`src/rtl/fault_sleep_pkg.sv`:
```
// Constants and carrier types shared by the fault and sleep supervisor.
// Assumes a single 100 MHz core clock and synchronous active-low reset.
package fault_sleep_pkg;

   // ------------------------------------------------------------------
   // Clock and timing
   // ------------------------------------------------------------------
   localparam int CLK_MHZ             = 100;
   localparam int CLR_MIN_US          = 20;   // Shortest fault-clear pulse
   localparam int CLR_MAX_US          = 40;   // Longest pure fault-clear pulse
   localparam int SLEEP_MAX_US        = 120;  // Beyond this, sleep is certain
   localparam int CLR_MIN_CYC         = CLR_MIN_US * CLK_MHZ;
   localparam int CLR_MAX_CYC         = CLR_MAX_US * CLK_MHZ;
   localparam int SLEEP_ENTRY_DEF_CYC = SLEEP_MAX_US * CLK_MHZ;
   localparam int OC_FILTER_DEF_CYC   = 300;  // Overcurrent filter time, cycles
   localparam int WAKE_DEF_CYC        = 4000; // Wake-ready delay, cycles
   localparam int NUM_BRIDGES         = 4;

   // ------------------------------------------------------------------
   // Interrupt status bit positions
   // ------------------------------------------------------------------
   localparam int EV_SUPPLY = 0;
   localparam int EV_PUMP   = 1;
   localparam int EV_OC     = 2;
   localparam int EV_HEAT   = 3;
   localparam int EV_WIDTH  = 4;

   // ------------------------------------------------------------------
   // Register offsets and reset values
   // ------------------------------------------------------------------
   localparam logic [3:0] REG_STATUS    = 4'h0;  // Live and latched state, RO
   localparam logic [3:0] REG_IRQ_STAT  = 4'h4;  // Sticky events, W1C
   localparam logic [3:0] REG_IRQ_MASK  = 4'h8;  // Event enables
   localparam logic [3:0] REG_CTRL      = 4'hC;  // Bridge enables
   localparam logic [3:0] MASK_RESET    = 4'h0;
   localparam logic [3:0] CTRL_RESET    = 4'hF;

   // ------------------------------------------------------------------
   // Mode states and carriers
   // ------------------------------------------------------------------
   typedef enum logic [3:0] {
      ST_OFF   = 4'h1,   // Main supply locked out, logic held reset
      ST_WAKE  = 4'h2,   // Waking, inputs not yet accepted
      ST_RUN   = 4'h4,   // Active operation
      ST_SLEEP = 4'h8    // Low-power sleep
   } mode_e;

   typedef struct packed {
      logic       supplyLow;
      logic       pumpLow;
      logic [3:0] ocLimit;
      logic       overheat;
   } fault_in_s;

   typedef struct packed {
      logic [3:0] bridgeEn;
      logic       pumpEn;
      logic       regulatorEn;
      logic       logicEn;
   } power_out_s;

endpackage : fault_sleep_pkg

```
`src/rtl/oc_filter.sv`:
```
// One overcurrent filter and latch for a single half-bridge.
// Assumes the current-limit flag is synchronous to core_clk.
module oc_filter
   import fault_sleep_pkg::*;
#(
   parameter int FILTER_CYC = OC_FILTER_DEF_CYC
) (
   // Clock and reset
   input  wire logic core_clk,
   input  wire logic nrst,
   // Control
   input  wire logic limitActive,
   input  wire logic clearLatch,
   // Result
   output logic      tripped
);

   localparam int CW = $clog2(FILTER_CYC + 1);
   localparam logic [CW-1:0] LIMIT = CW'(FILTER_CYC);

   initial begin
      if (FILTER_CYC < 1) $error("FILTER_CYC must be at least 1");
   end

   logic [CW-1:0] cntFf;

   // Count consecutive cycles of active current limit
   always_ff @(posedge core_clk) begin
      if (!nrst) begin
         cntFf <= '0;
      end else if (!limitActive) begin
         cntFf <= '0;
      end else if (cntFf != LIMIT) begin
         cntFf <= cntFf + CW'(1);
      end
   end

   // Latch; a new trip wins over a clear in the same cycle
   always_ff @(posedge core_clk) begin
      if (!nrst) begin
         tripped <= 1'b0;
      end else if (limitActive && cntFf == LIMIT) begin
         tripped <= 1'b1;  // RULE6
      end else if (clearLatch) begin
         tripped <= 1'b0;  // RULE7
      end
   end

endmodule // oc_filter

```
`src/rtl/fault_and_sleep_supervisor.sv`:
```
// Fault and sleep supervisor for a quad half-bridge driver.
// Assumes all inputs are synchronous to core_clk and analog comparators
// are outside; the open-drain fault pin is resolved by the surroundings.
//
// Functional notes
// RULE1: Any fault drives fault output low; in ST_SLEEP the code drives it only for supply lockout
// RULE2: No fault after power-up releases output
// RULE3: Supply lockout kills outputs, pump, asserts fault
// RULE4: Supply recovery resumes automatically
// RULE5: Pump lockout kills outputs, pump keeps running
// RULE6: Filtered overcurrent disables its own bridge
// RULE7: Overcurrent latched until pulse or power cycle
// RULE8: Overheat disables every output, asserts fault; the code asserts fault for it only outside ST_SLEEP
// RULE9: Overheat latched until pulse or power cycle
// RULE10: Sleep input low means everything off
// RULE11: Sleep only after the entry delay
// RULE12: Wake on high; wait wake delay
// RULE13: Active needs sleep high and supply good; the code also goes from ST_WAKE to ST_RUN when sleep goes low
// RULE14: Pulse of 20 to 40 us clears faults
// RULE15: Pulse of 40 to 120 us clears too
// RULE16: Clear pulse leaves pump and blocks alone
// RULE17: All faults ORed onto one output; in ST_SLEEP the code ORs in only supply lockout
//
// Strobed register access and the register addresses are this design's own decisions.
module fault_and_sleep_supervisor
   import fault_sleep_pkg::*;
#(
   parameter int OC_FILTER_CYC   = OC_FILTER_DEF_CYC,
   parameter int SLEEP_ENTRY_CYC = SLEEP_ENTRY_DEF_CYC,
   parameter int WAKE_CYC        = WAKE_DEF_CYC
) (
   // Clock and reset
   input  wire logic       core_clk,
   input  wire logic       nrst,
   // Pins from the controller and the analog front end
   input  wire logic       sleep_in_low,
   input  wire fault_in_s  faultIn,
   // Open-drain fault pin
   output logic            fault_out_low,
   output logic            faultOe,
   // Power and drive enables
   output power_out_s      powerOut,
   output logic            inputsReady,
   // Register port
   input  wire logic [3:0] regAddr,
   input  wire logic [31:0] regWdata,
   input  wire logic       regWr,
   input  wire logic       regRd,
   output logic [31:0]     regRdata,
   // Interrupt
   output logic            irq
);

   // ------------------------------------------------------------------
   // Elaboration checks
   // ------------------------------------------------------------------
   initial begin
      if (SLEEP_ENTRY_CYC <= CLR_MAX_CYC) $error("Sleep entry must exceed clear window");
      if (WAKE_CYC < 1) $error("WAKE_CYC must be at least 1");
   end

   localparam int LW = $clog2(SLEEP_ENTRY_CYC + 1);
   localparam int WW = $clog2(WAKE_CYC + 1);
   localparam logic [LW-1:0] SLEEP_LIM = LW'(SLEEP_ENTRY_CYC);
   localparam logic [LW-1:0] CLR_LIM   = LW'(CLR_MIN_CYC);
   localparam logic [WW-1:0] WAKE_LIM  = WW'(WAKE_CYC);

   mode_e         modeFf;
   mode_e         nxt_mode;
   logic [LW-1:0] lowCntFf;
   logic [WW-1:0] wakeCntFf;
   logic          sleepPrevFf;
   logic          heatLatchFf;
   logic [3:0]    ocTrip;
   logic [3:0]    ocTripPrevFf;
   logic          heatPrevFf;
   logic          supplyPrevFf;
   logic          pumpPrevFf;
   logic [3:0]    irqStatFf;
   logic [3:0]    irqMaskFf;
   logic [3:0]    ctrlFf;
   logic          clearPulse;
   logic          anyFault;
   logic [3:0]    events;

   // ------------------------------------------------------------------
   // Sleep input pulse measurement
   // ------------------------------------------------------------------
   // Low time saturates at the sleep limit so the counter never wraps
   always_ff @(posedge core_clk) begin
      if (!nrst) begin
         lowCntFf <= '0;
      end else if (sleep_in_low) begin
         lowCntFf <= '0;
      end else if (lowCntFf != SLEEP_LIM) begin
         lowCntFf <= lowCntFf + LW'(1);
      end
   end

   always_ff @(posedge core_clk) begin
      if (!nrst) begin
         sleepPrevFf <= 1'b1;
      end else begin
         sleepPrevFf <= sleep_in_low;
      end
   end

   // A rising edge after at least 20 us low clears latches. Pulses in the
   // 40 to 120 us band also clear, and then sleep entry is not reached.
   assign clearPulse = sleep_in_low && !sleepPrevFf && lowCntFf >= CLR_LIM; // RULE14 RULE15

   // ------------------------------------------------------------------
   // Latched faults
   // ------------------------------------------------------------------
   genvar gi;
   generate
      for (gi = 0; gi < NUM_BRIDGES; gi++) begin : g_oc
         oc_filter #(
            .FILTER_CYC (OC_FILTER_CYC)
         ) u_oc (
            .core_clk    (core_clk),
            .nrst        (nrst),
            .limitActive (faultIn.ocLimit[gi] && modeFf == ST_RUN),
            .clearLatch  (clearPulse || modeFf == ST_OFF),
            .tripped     (ocTrip[gi])
         );
      end
   endgenerate

   // Overheat stays latched after cooling; a new event beats a clear
   always_ff @(posedge core_clk) begin
      if (!nrst) begin
         heatLatchFf <= 1'b0;
      end else if (faultIn.overheat) begin
         heatLatchFf <= 1'b1;  // RULE8
      end else if (clearPulse || modeFf == ST_OFF) begin
         heatLatchFf <= 1'b0;  // RULE9
      end
   end

   // ------------------------------------------------------------------
   // Mode state machine
   // ------------------------------------------------------------------
   always_comb begin
      nxt_mode = modeFf;
      case (modeFf)
         ST_OFF: begin
            if (!faultIn.supplyLow && sleep_in_low) nxt_mode = ST_WAKE; // RULE4 RULE13
         end
         ST_WAKE: begin
            if (faultIn.supplyLow) nxt_mode = ST_OFF;
            else if (!sleep_in_low) nxt_mode = ST_RUN;
            else if (wakeCntFf == WAKE_LIM) nxt_mode = ST_RUN;
         end
         ST_RUN: begin
            if (faultIn.supplyLow) nxt_mode = ST_OFF;  // RULE3
            else if (!sleep_in_low && lowCntFf == SLEEP_LIM) nxt_mode = ST_SLEEP; // RULE11
         end
         ST_SLEEP: begin
            if (faultIn.supplyLow) nxt_mode = ST_OFF;
            else if (sleep_in_low) nxt_mode = ST_WAKE;  // RULE12
         end
         default: nxt_mode = ST_OFF;
      endcase
   end

   // Waking from sleep clears latches, since the rising sleep edge is a clear pulse (also cleared on power loss)
   always_ff @(posedge core_clk) begin
      if (!nrst) begin
         modeFf <= ST_OFF;
      end else begin
         modeFf <= nxt_mode;
      end
   end

   // Wake-ready counter runs only in the wake state
   always_ff @(posedge core_clk) begin
      if (!nrst) begin
         wakeCntFf <= '0;
      end else if (modeFf != ST_WAKE) begin
         wakeCntFf <= '0;
      end else if (wakeCntFf != WAKE_LIM) begin
         wakeCntFf <= wakeCntFf + WW'(1);
      end
   end

   // WAKE exits to RUN, but inputs only ready once the wake delay passed
   logic wakeDoneFf;
   always_ff @(posedge core_clk) begin
      if (!nrst) begin
         wakeDoneFf <= 1'b0;
      end else if (modeFf == ST_WAKE) begin
         wakeDoneFf <= (wakeCntFf == WAKE_LIM);
      end else if (modeFf != ST_RUN) begin
         wakeDoneFf <= 1'b0;
      end
   end

   // ------------------------------------------------------------------
   // Fault pin and enables
   // ------------------------------------------------------------------
   // Supply lockout resets logic, so it is reported regardless of mode
   assign anyFault = faultIn.supplyLow || (modeFf != ST_SLEEP &&
                     (faultIn.pumpLow || heatLatchFf || (|ocTrip))); // RULE17

   always_ff @(posedge core_clk) begin
      if (!nrst) begin
         fault_out_low <= 1'b1;  // RULE2
         faultOe       <= 1'b0;
      end else begin
         fault_out_low <= 1'b0;
         faultOe       <= anyFault;  // RULE1
      end
   end

   // Clear pulse touches only latches; pump and regulator follow mode
   always_ff @(posedge core_clk) begin
      if (!nrst) begin
         powerOut <= '0;
      end else begin
         powerOut.logicEn     <= nxt_mode != ST_OFF && nxt_mode != ST_SLEEP; // RULE10
         powerOut.regulatorEn <= nxt_mode != ST_SLEEP && !faultIn.supplyLow;
         powerOut.pumpEn      <= (nxt_mode == ST_RUN || nxt_mode == ST_WAKE) &&
                                 !faultIn.supplyLow && !heatLatchFf && !faultIn.overheat; // RULE3 RULE5 RULE16
         if (nxt_mode == ST_RUN && !faultIn.pumpLow && !faultIn.overheat && !heatLatchFf) begin
            powerOut.bridgeEn <= ctrlFf & ~ocTrip;  // RULE5 RULE6 RULE8
         end else begin
            powerOut.bridgeEn <= '0;  // RULE3 RULE10
         end
      end
   end

   always_ff @(posedge core_clk) begin
      if (!nrst) begin
         inputsReady <= 1'b0;
      end else begin
         inputsReady <= modeFf == ST_RUN && nxt_mode == ST_RUN && wakeDoneFf; // RULE12
      end
   end

   // ------------------------------------------------------------------
   // Interrupt events and register port
   // ------------------------------------------------------------------
   always_ff @(posedge core_clk) begin
      if (!nrst) begin
         supplyPrevFf <= 1'b0;
         pumpPrevFf   <= 1'b0;
         heatPrevFf   <= 1'b0;
         ocTripPrevFf <= '0;
      end else begin
         supplyPrevFf <= faultIn.supplyLow;
         pumpPrevFf   <= faultIn.pumpLow;
         heatPrevFf   <= heatLatchFf;
         ocTripPrevFf <= ocTrip;
      end
   end

   always_comb begin
      events            = '0;
      events[EV_SUPPLY] = faultIn.supplyLow && !supplyPrevFf;
      events[EV_PUMP]   = faultIn.pumpLow && !pumpPrevFf;
      events[EV_OC]     = |(ocTrip & ~ocTripPrevFf);
      events[EV_HEAT]   = heatLatchFf && !heatPrevFf;
   end

   // Write-one-to-clear; a new event in the same cycle wins
   always_ff @(posedge core_clk) begin
      if (!nrst) begin
         irqStatFf <= '0;
      end else begin
         if (regWr && regAddr == REG_IRQ_STAT) begin
            irqStatFf <= (irqStatFf & ~regWdata[EV_WIDTH-1:0]) | events;
         end else begin
            irqStatFf <= irqStatFf | events;
         end
      end
   end

   always_ff @(posedge core_clk) begin
      if (!nrst) begin
         irqMaskFf <= MASK_RESET;
         ctrlFf    <= CTRL_RESET;
      end else if (regWr) begin
         if (regAddr == REG_IRQ_MASK) irqMaskFf <= regWdata[EV_WIDTH-1:0];
         if (regAddr == REG_CTRL) ctrlFf <= regWdata[NUM_BRIDGES-1:0];
      end
   end

   always_ff @(posedge core_clk) begin
      if (!nrst) begin
         irq <= 1'b0;
      end else begin
         irq <= |(irqStatFf & irqMaskFf);
      end
   end

   // Read data valid one cycle after the strobe, zero otherwise
   always_ff @(posedge core_clk) begin
      if (!nrst) begin
         regRdata <= '0;
      end else if (regRd) begin
         case (regAddr)
            REG_STATUS:   regRdata <= {16'h0000, 4'(modeFf), ocTrip, 3'h0, heatLatchFf,
                                       faultIn.overheat, faultIn.pumpLow,
                                       faultIn.supplyLow, anyFault};
            REG_IRQ_STAT: regRdata <= {28'h0000000, irqStatFf};
            REG_IRQ_MASK: regRdata <= {28'h0000000, irqMaskFf};
            REG_CTRL:     regRdata <= {28'h0000000, ctrlFf};
            default:      regRdata <= 32'h00000000;
         endcase
      end else begin
         regRdata <= 32'h00000000;
      end
   end
endmodule // fault_and_sleep_supervisor

```
`config.mk`:
```
export PLATFORM = sky130hd
export DESIGN_NAME = fault_and_sleep_supervisor
export DESIGN_NICKNAME = d
export VERILOG_FILES = /design/src/rtl/fault_sleep_pkg.sv /design/src/rtl/oc_filter.sv /design/src/rtl/fault_and_sleep_supervisor.sv
export SDC_FILE = /design/constraint.sdc
export NUM_CORES = 1
export LEC_CHECK = 0
export BUFFER_PORTS_ARGS = -buffer_cell sky130_fd_sc_hd__clkbuf_2
export CAP_MARGIN = 10
export CORE_UTILIZATION = 33
export DETAILED_ROUTE_END_ITERATION = 7
export SYNTH_ARGS = -nofsm -noshare
export SYNTH_HDL_FRONTEND = slang
export SYNTH_HIERARCHICAL = 1
export SYNTH_SLANG_ARGS = --single-unit
```
`constraint.sdc`:
```
create_clock -name core_clk -period 2.2 [get_ports core_clk]
set_clock_uncertainty 0.2 [all_clocks]
set_input_delay 0.44 -clock core_clk [delete_from_list [all_inputs] [get_ports core_clk]]
set_output_delay 0.44 -clock core_clk [all_outputs]
set_load 0.1 [all_outputs]
```
; Yosys cells after proc, flatten, opt, wreduce, memory -nomap -nowiden
; Cells that the tools add are included.
[word_totals]
regBits = 135
inputBits = 48
output_inout_bits = 43
elab_cells = 154
[classes]
addsub = 6
n_lt_le_gt_ge = 1
eq_ne = 26
mux = 20
bitwise = 10
reduce_logical = 61
[op_table]
columns = operator, count
row1 = $pmux W16 S4, 1
row2 = $add A9 B1 Y9 const B, 4
row3 = $eq A9 B9 Y1 const B, 4
row4 = $mux W4, 9
row5 = $ne A9 B9 Y1 const B, 4
row6 = $logic_and A1 B1 Y1, 27
row7 = $and A4 B4 Y4, 4
row8 = $pmux W4 S4, 1
row9 = $reduce_and A2 Y1, 8
row10 = $add A14 B1 Y14 const B, 1
row11 = $eq A14 B14 Y1 const B, 1
row12 = $ge A14 B11 Y1 const B, 1
row13 = $ne A14 B14 Y1 const B, 1
row14 = $add A12 B1 Y12 const B, 1
row15 = $eq A12 B12 Y1 const B, 1
row16 = $eq A4 B3 Y1 const B, 3
row17 = $eq A4 B4 Y1 const B, 3
row18 = $ne A12 B12 Y1 const B, 1
row19 = $not A4 Y4, 3
row20 = $reduce_bool A2 Y1, 6
row21 = $reduce_or A4 Y1, 3
row22 = $logic_not A1 Y1, 9
row23 = $mux W1, 9
row24 = $eq A4 B2 Y1 const B, 2
row25 = other kinds (10), 17

; Depth between registers and ports, before layout
[logic_depth]
depth_word = 10
depth_mapped = 6
ltp_nobuf = 6

; Modules after synthesis
; The synthesis kept the hierarchy.
[modules_own_cells]
columns = mod, n_inst, cells_each, area_per_inst_um2, seq_area_each_um2
row1 = fault_and_sleep_supervisor, 1, 357, 3439.5, 1521.5
row2 = oc_filter, 4, 57, 488.0, 200.2

; Worst setup path before layout
; Ideal clock, no wire load.
[synth_path]
path_kind = register -> register
from = reg modeFf[3]
to = reg g_oc[0].u_oc.cntFf[4]
setup_ns = 0.074
arrival_ns = 1.607
required_time_ns = 1.926
path_slack_ns = 0.318
stages_incl_launch_ff = 7
n_path_buf = 1
synth_period_minus_slack_ns = 1.882
cell_sequence = dfxtp_1 > buf_6 > nor4b_4 > and2_1 > nand2_1 > or3_1 > o21ai_0
[synth_via]
elab_chain_len = 3
[synth_rtl]
columns = element, line
row1 = "start, declared", fault_and_sleep_supervisor.sv:68  ; mode_e modeFf;
row2 = "start signal, assigned", fault_and_sleep_supervisor.sv:172  ; modeFf <= nxt_mode;
row3 = $eq A4 B3 Y1, fault_and_sleep_supervisor.sv:123  ; .limitActive (faultIn.ocLimit[gi] && modeFf == ST_RUN),
row4 = $logic_and A1 B1 Y1, fault_and_sleep_supervisor.sv:123
row5 = $reduce_and A2 Y1 (no source line), --
row6 = "end signal, assigned", oc_filter.sv:34  ; cntFf <= cntFf + CW'(1);
row7 = "end, declared", oc_filter.sv:25  ; logic [CW-1:0] cntFf;
; Every way passes these cells.
; A chain may end at the register's enable or synchronous reset.

; Final worst setup path
[layout_path]
from = reg modeFf[2]
to = reg g_oc[3].u_oc.cntFf[4]
[layout_via]
elab_chain_len = 3
[layout_rtl]
columns = element, line
row1 = $eq A4 B3 Y1, fault_and_sleep_supervisor.sv:123
row2 = $logic_and A1 B1 Y1, fault_and_sleep_supervisor.sv:123
row3 = $reduce_and A2 Y1 (no source line), --
row4 = "end signal, assigned", oc_filter.sv:34
row5 = "end, declared", oc_filter.sv:25
; Every way passes these cells.

==> flow_summary_export.csv <==
group,metric,value,unit
critical_path,cp-end-kind,"flop",
global_routing,use_met2,24.9,%
timing,max_freq,504,MHz
cts,clk_latency,420,ps
timing,period_minus_slack,1990,ps
placement,pre_cts_slack,205,ps
logic_synthesis,ys_types,60,
cts,clock-root-buffer,"clkbuf_16",
cts,cts_sinks,116,
cts,postCtsSetupRepairBufs,0,
worst_hold_path,min_path_cells,3,
flow_run,maxCapViolCount,0,
cts,cts_buffers,17,
cells_and_area,drive_above_1_share,17.8,%
global_routing,grt-ovfl-total,0,
logic_synthesis,synth-adder-area-share,2.78,%
critical_path,critPathRequiredTime,2340,ps
placement,port_buffers,43,
placement,dp_hpwl,8370,um
global_routing,busiest_layer,"met2",
critical_path,reg2reg_depth,6,
floorplan,dieArea,16900,um^2
logic_synthesis,synth.cell_area,5390,um^2
critical_path,path_class,"flop to flop",
floorplan,fp.dieH,130,um
logic_synthesis,postSynthCellCount,585,
timing,maxSlewHeadroom,61.7,%
global_routing,grt_use_total,15.2,%
cells_and_area,fin_util,40.3,%
critical_path,reg2reg_to,"g_oc[3].u_oc/cntFf[4]",
floorplan,row_count,46,
logic_synthesis,yosysTopAreaCell,"dfxtp_1",
cts,clkSlewWorstSetupHoldPaths,50,ps
routing,viasPerCell,5.06,
timing,fin_setup_tns,0,ps
timing,rsz0062_at_grt,"no",
routing,wl_per_cell,13.6,um
logic_synthesis,synth_top_area_share,43.1,%
logic_synthesis,yosys.area_share.xor_xnor,3.57,%
critical_path,cpPeakStageDelay,520,ps
cts,cts_tree,"yes",
routing,routed_wl,11800,um
placement,gp_congestion,0.842,
routing,drt_drc_violations_left,0,
power,power_density,854,nW/um^2
global_routing,grt_pass1_vias,4162,
timing,setup_viol,0,
cts,ctsHoldBuffers,0,
routing,num_vias,4388,
critical_path,critical-path-top-delay-family,"simple AND/OR/NAND/NOR gates",
timing,hold_viol,0,
global_routing,use_met1,17.9,%
critical_path,r2r_slack,210,ps
logic_synthesis,synth-edff-count,0,
floorplan,fp.dieW,130,um
logic_synthesis,yosysMostFrequentCell,"dfxtp_1",
logic_synthesis,synth-main-ff-cell,"dfxtp_1",
global_routing,grt_max_degree,24,
critical_path,worst-path-max-fanout,8,
floorplan,start_util,33.8,%
critical_path,crit_chain,"nor4b_4 -> buf_4 -> and2_1 -> nand2_1 -> or3_1 -> o21ai_0",
timing,setup_ws,214,ps
routing,antenna_left,0,
floorplan,core_area,15900,um^2
timing,drv_slew,0,
cts,post_cts_resize_count,0,
logic_synthesis,synthTopCellsByCount,"116 x dfxtp_1, 42 x nor2_1, 39 x nand3_1, 38 x a21oi_1, 35 x nand2_1",
logic_synthesis,avgSynthCellArea,9.22,um^2
timing,fin_crit_sh,90.3,%
worst_hold_path,min_from,"regWdata[0]",
global_routing,grt_pass1_wl,19600,um
power,peakVddDrop,0.000558,V
logic_synthesis,synth.area.mux_share,3.32,%
logic_synthesis,async_flop_share,0,%
logic_synthesis,ys_ff_latch,116,
logic_synthesis,synth_compound_area_share,11.3,%
run_status,outcome,"completed",
logic_synthesis,synth_top_family_by_area,"simple AND/OR/NAND/NOR gates",
worst_hold_path,hold_path_class,"input port to flop",
cells_and_area,area.growth.synth_to_final,19.1,%
logic_synthesis,synth-seq-area-share,43.1,%
worst_hold_path,hold_end,"ctrlFf[0]",
critical_path,cpMaxStageDelayCell,"dfxtp_1",
cells_and_area,n_antenna_cell,0,
power,p_leak,2.34,nW
routing,first_pass_iters,5,
logic_synthesis,synth_area_leaders,"dfxtp_1 43%, nand3_1 3.6%, a21oi_1 3.5%",
global_routing,antenna_found_initial,0,
floorplan,ioPinCount,91,
logic_synthesis,synth_simple_gate_area_share,29.1,%
cts,htreeDepth,4,
critical_path,r2r_start,"modeFf[2]",
cells_and_area,finalNetCount,699,
cells_and_area,fillers,1572,
critical_path,start_kind,"flop",
logic_synthesis,ys_warn_count,6,
global_routing,met3_usage,5.17,%
routing,drtIter0Drc,258,
critical_path,path_buf_inv,1,
timing,worst_pin_slew,577,ps
cts,cts_max_path_buffers,2,
critical_path,crit_arrival,2130,ps
stage by stage:
step                power [mW]  instance area (um^2)  hold WS [ps]  cells
global placement          2.52                  5760           263    836
detailed placement        2.52                  5760           262    836
finish                    5.48                  6420          80.8    868
floorplan                 2.48                  5460           244    603
CTS                       5.54                  6420          71.1    868
global route              5.67                  6420          88.8    868
power by group:
part	switching, mW	internal [mW]	total (mW)
Sequential	0.0150	2.12	2.14
Combinational	0.270	0.0677	0.337
Clock	0.937	2.07	3.01
layout make-up:
| cell class | instances | area, um^2 | area share, % |
|---|---|---|---|
| sequential | 116 | 2320 | 36.2 |
| inverter | 28 | 105 | 1.64 |
| multi-input combinational | 423 | 2780 | 43.2 |
| clock buffer | 24 | 512 | 7.97 |
| clock inverter | 8 | 144 | 2.24 |
| tap | 216 | 270 | 4.21 |
| timing repair buffer | 53 | 290 | 4.52 |
cells by family (layout without fill, tap and decap cells):
logic type      after synthesis  in the layout
simple gates                257            257
flops                       116            116
compound gates               99             99
buf+inv                      64            113
xor+xnor                     22             22
mux                          14             14
fa+ha+maj                    12             12
other cells                   1             19
how the worst max path moves through the flow:
| stage | start | cells past startpoint | endpoint |
|---|---|---|---|
| global route | modeFf[2] | 6 | g_oc[2].u_oc/cntFf[4] |
| floorplan | modeFf[3] | 6 | g_oc[0].u_oc/cntFf[4] |
| CTS | modeFf[2] | 6 | g_oc[3].u_oc/cntFf[4] |
| global placement | modeFf[2] | 6 | g_oc[2].u_oc/cntFf[4] |
| finish | modeFf[2] | 6 | g_oc[3].u_oc/cntFf[4] |
| detailed placement | modeFf[2] | 6 | g_oc[1].u_oc/cntFf[4] |
cell usage in the layout (no fill, tap or decap), types with 4 or more instances in the layout:
cell type and instances:
a21oi_1 38, a31o_1 4, a31oi_1 8, and2_1 16, and4_1 10, and4b_1 5
and4bb_2 5, buf_4 10, bufinv_16 4, clkbuf_16 17, clkbuf_2 43, clkbuf_8 6
conb_1 19, dfxtp_1 116, ha_1 12, inv_1 28, mux2i_1 10, nand2_1 35
nand2b_1 8, nand3_1 39, nand3b_1 6, nand4_1 18, nor2_1 42, nor3_1 10
nor3_2 5, nor3b_1 5, nor4_1 11, o21ai_0 29, or3_1 22, xnor2_1 12
xor2_1 10
metal layers:
layer	wire (um)	vias up
li1	-	2171
met1	5310	2118
met2	5720	85
met3	548	14
met4	195	0
met5	0	-
worst register-to-register path, cell delays in order, from the launching register on:
cell and delay, ps:
dfxtp_1 520, nor4b_4 280, buf_4 190, and2_1 150, nand2_1 80, or3_1 360, o21ai_0 140
state kept, by name, summed over array words and instances (netlist names), 4 cells and up:
register,count
g_oc.u_oc/tripped,4
ctrlFf,4
irqStatFf,4
wakeCntFf,12
ocTripPrevFf,4
powerOut,7
regRdata,13
modeFf,4
lowCntFf,14
g_oc.u_oc/cntFf,36
irqMaskFf,4
(Power assumes the default switching activity.)
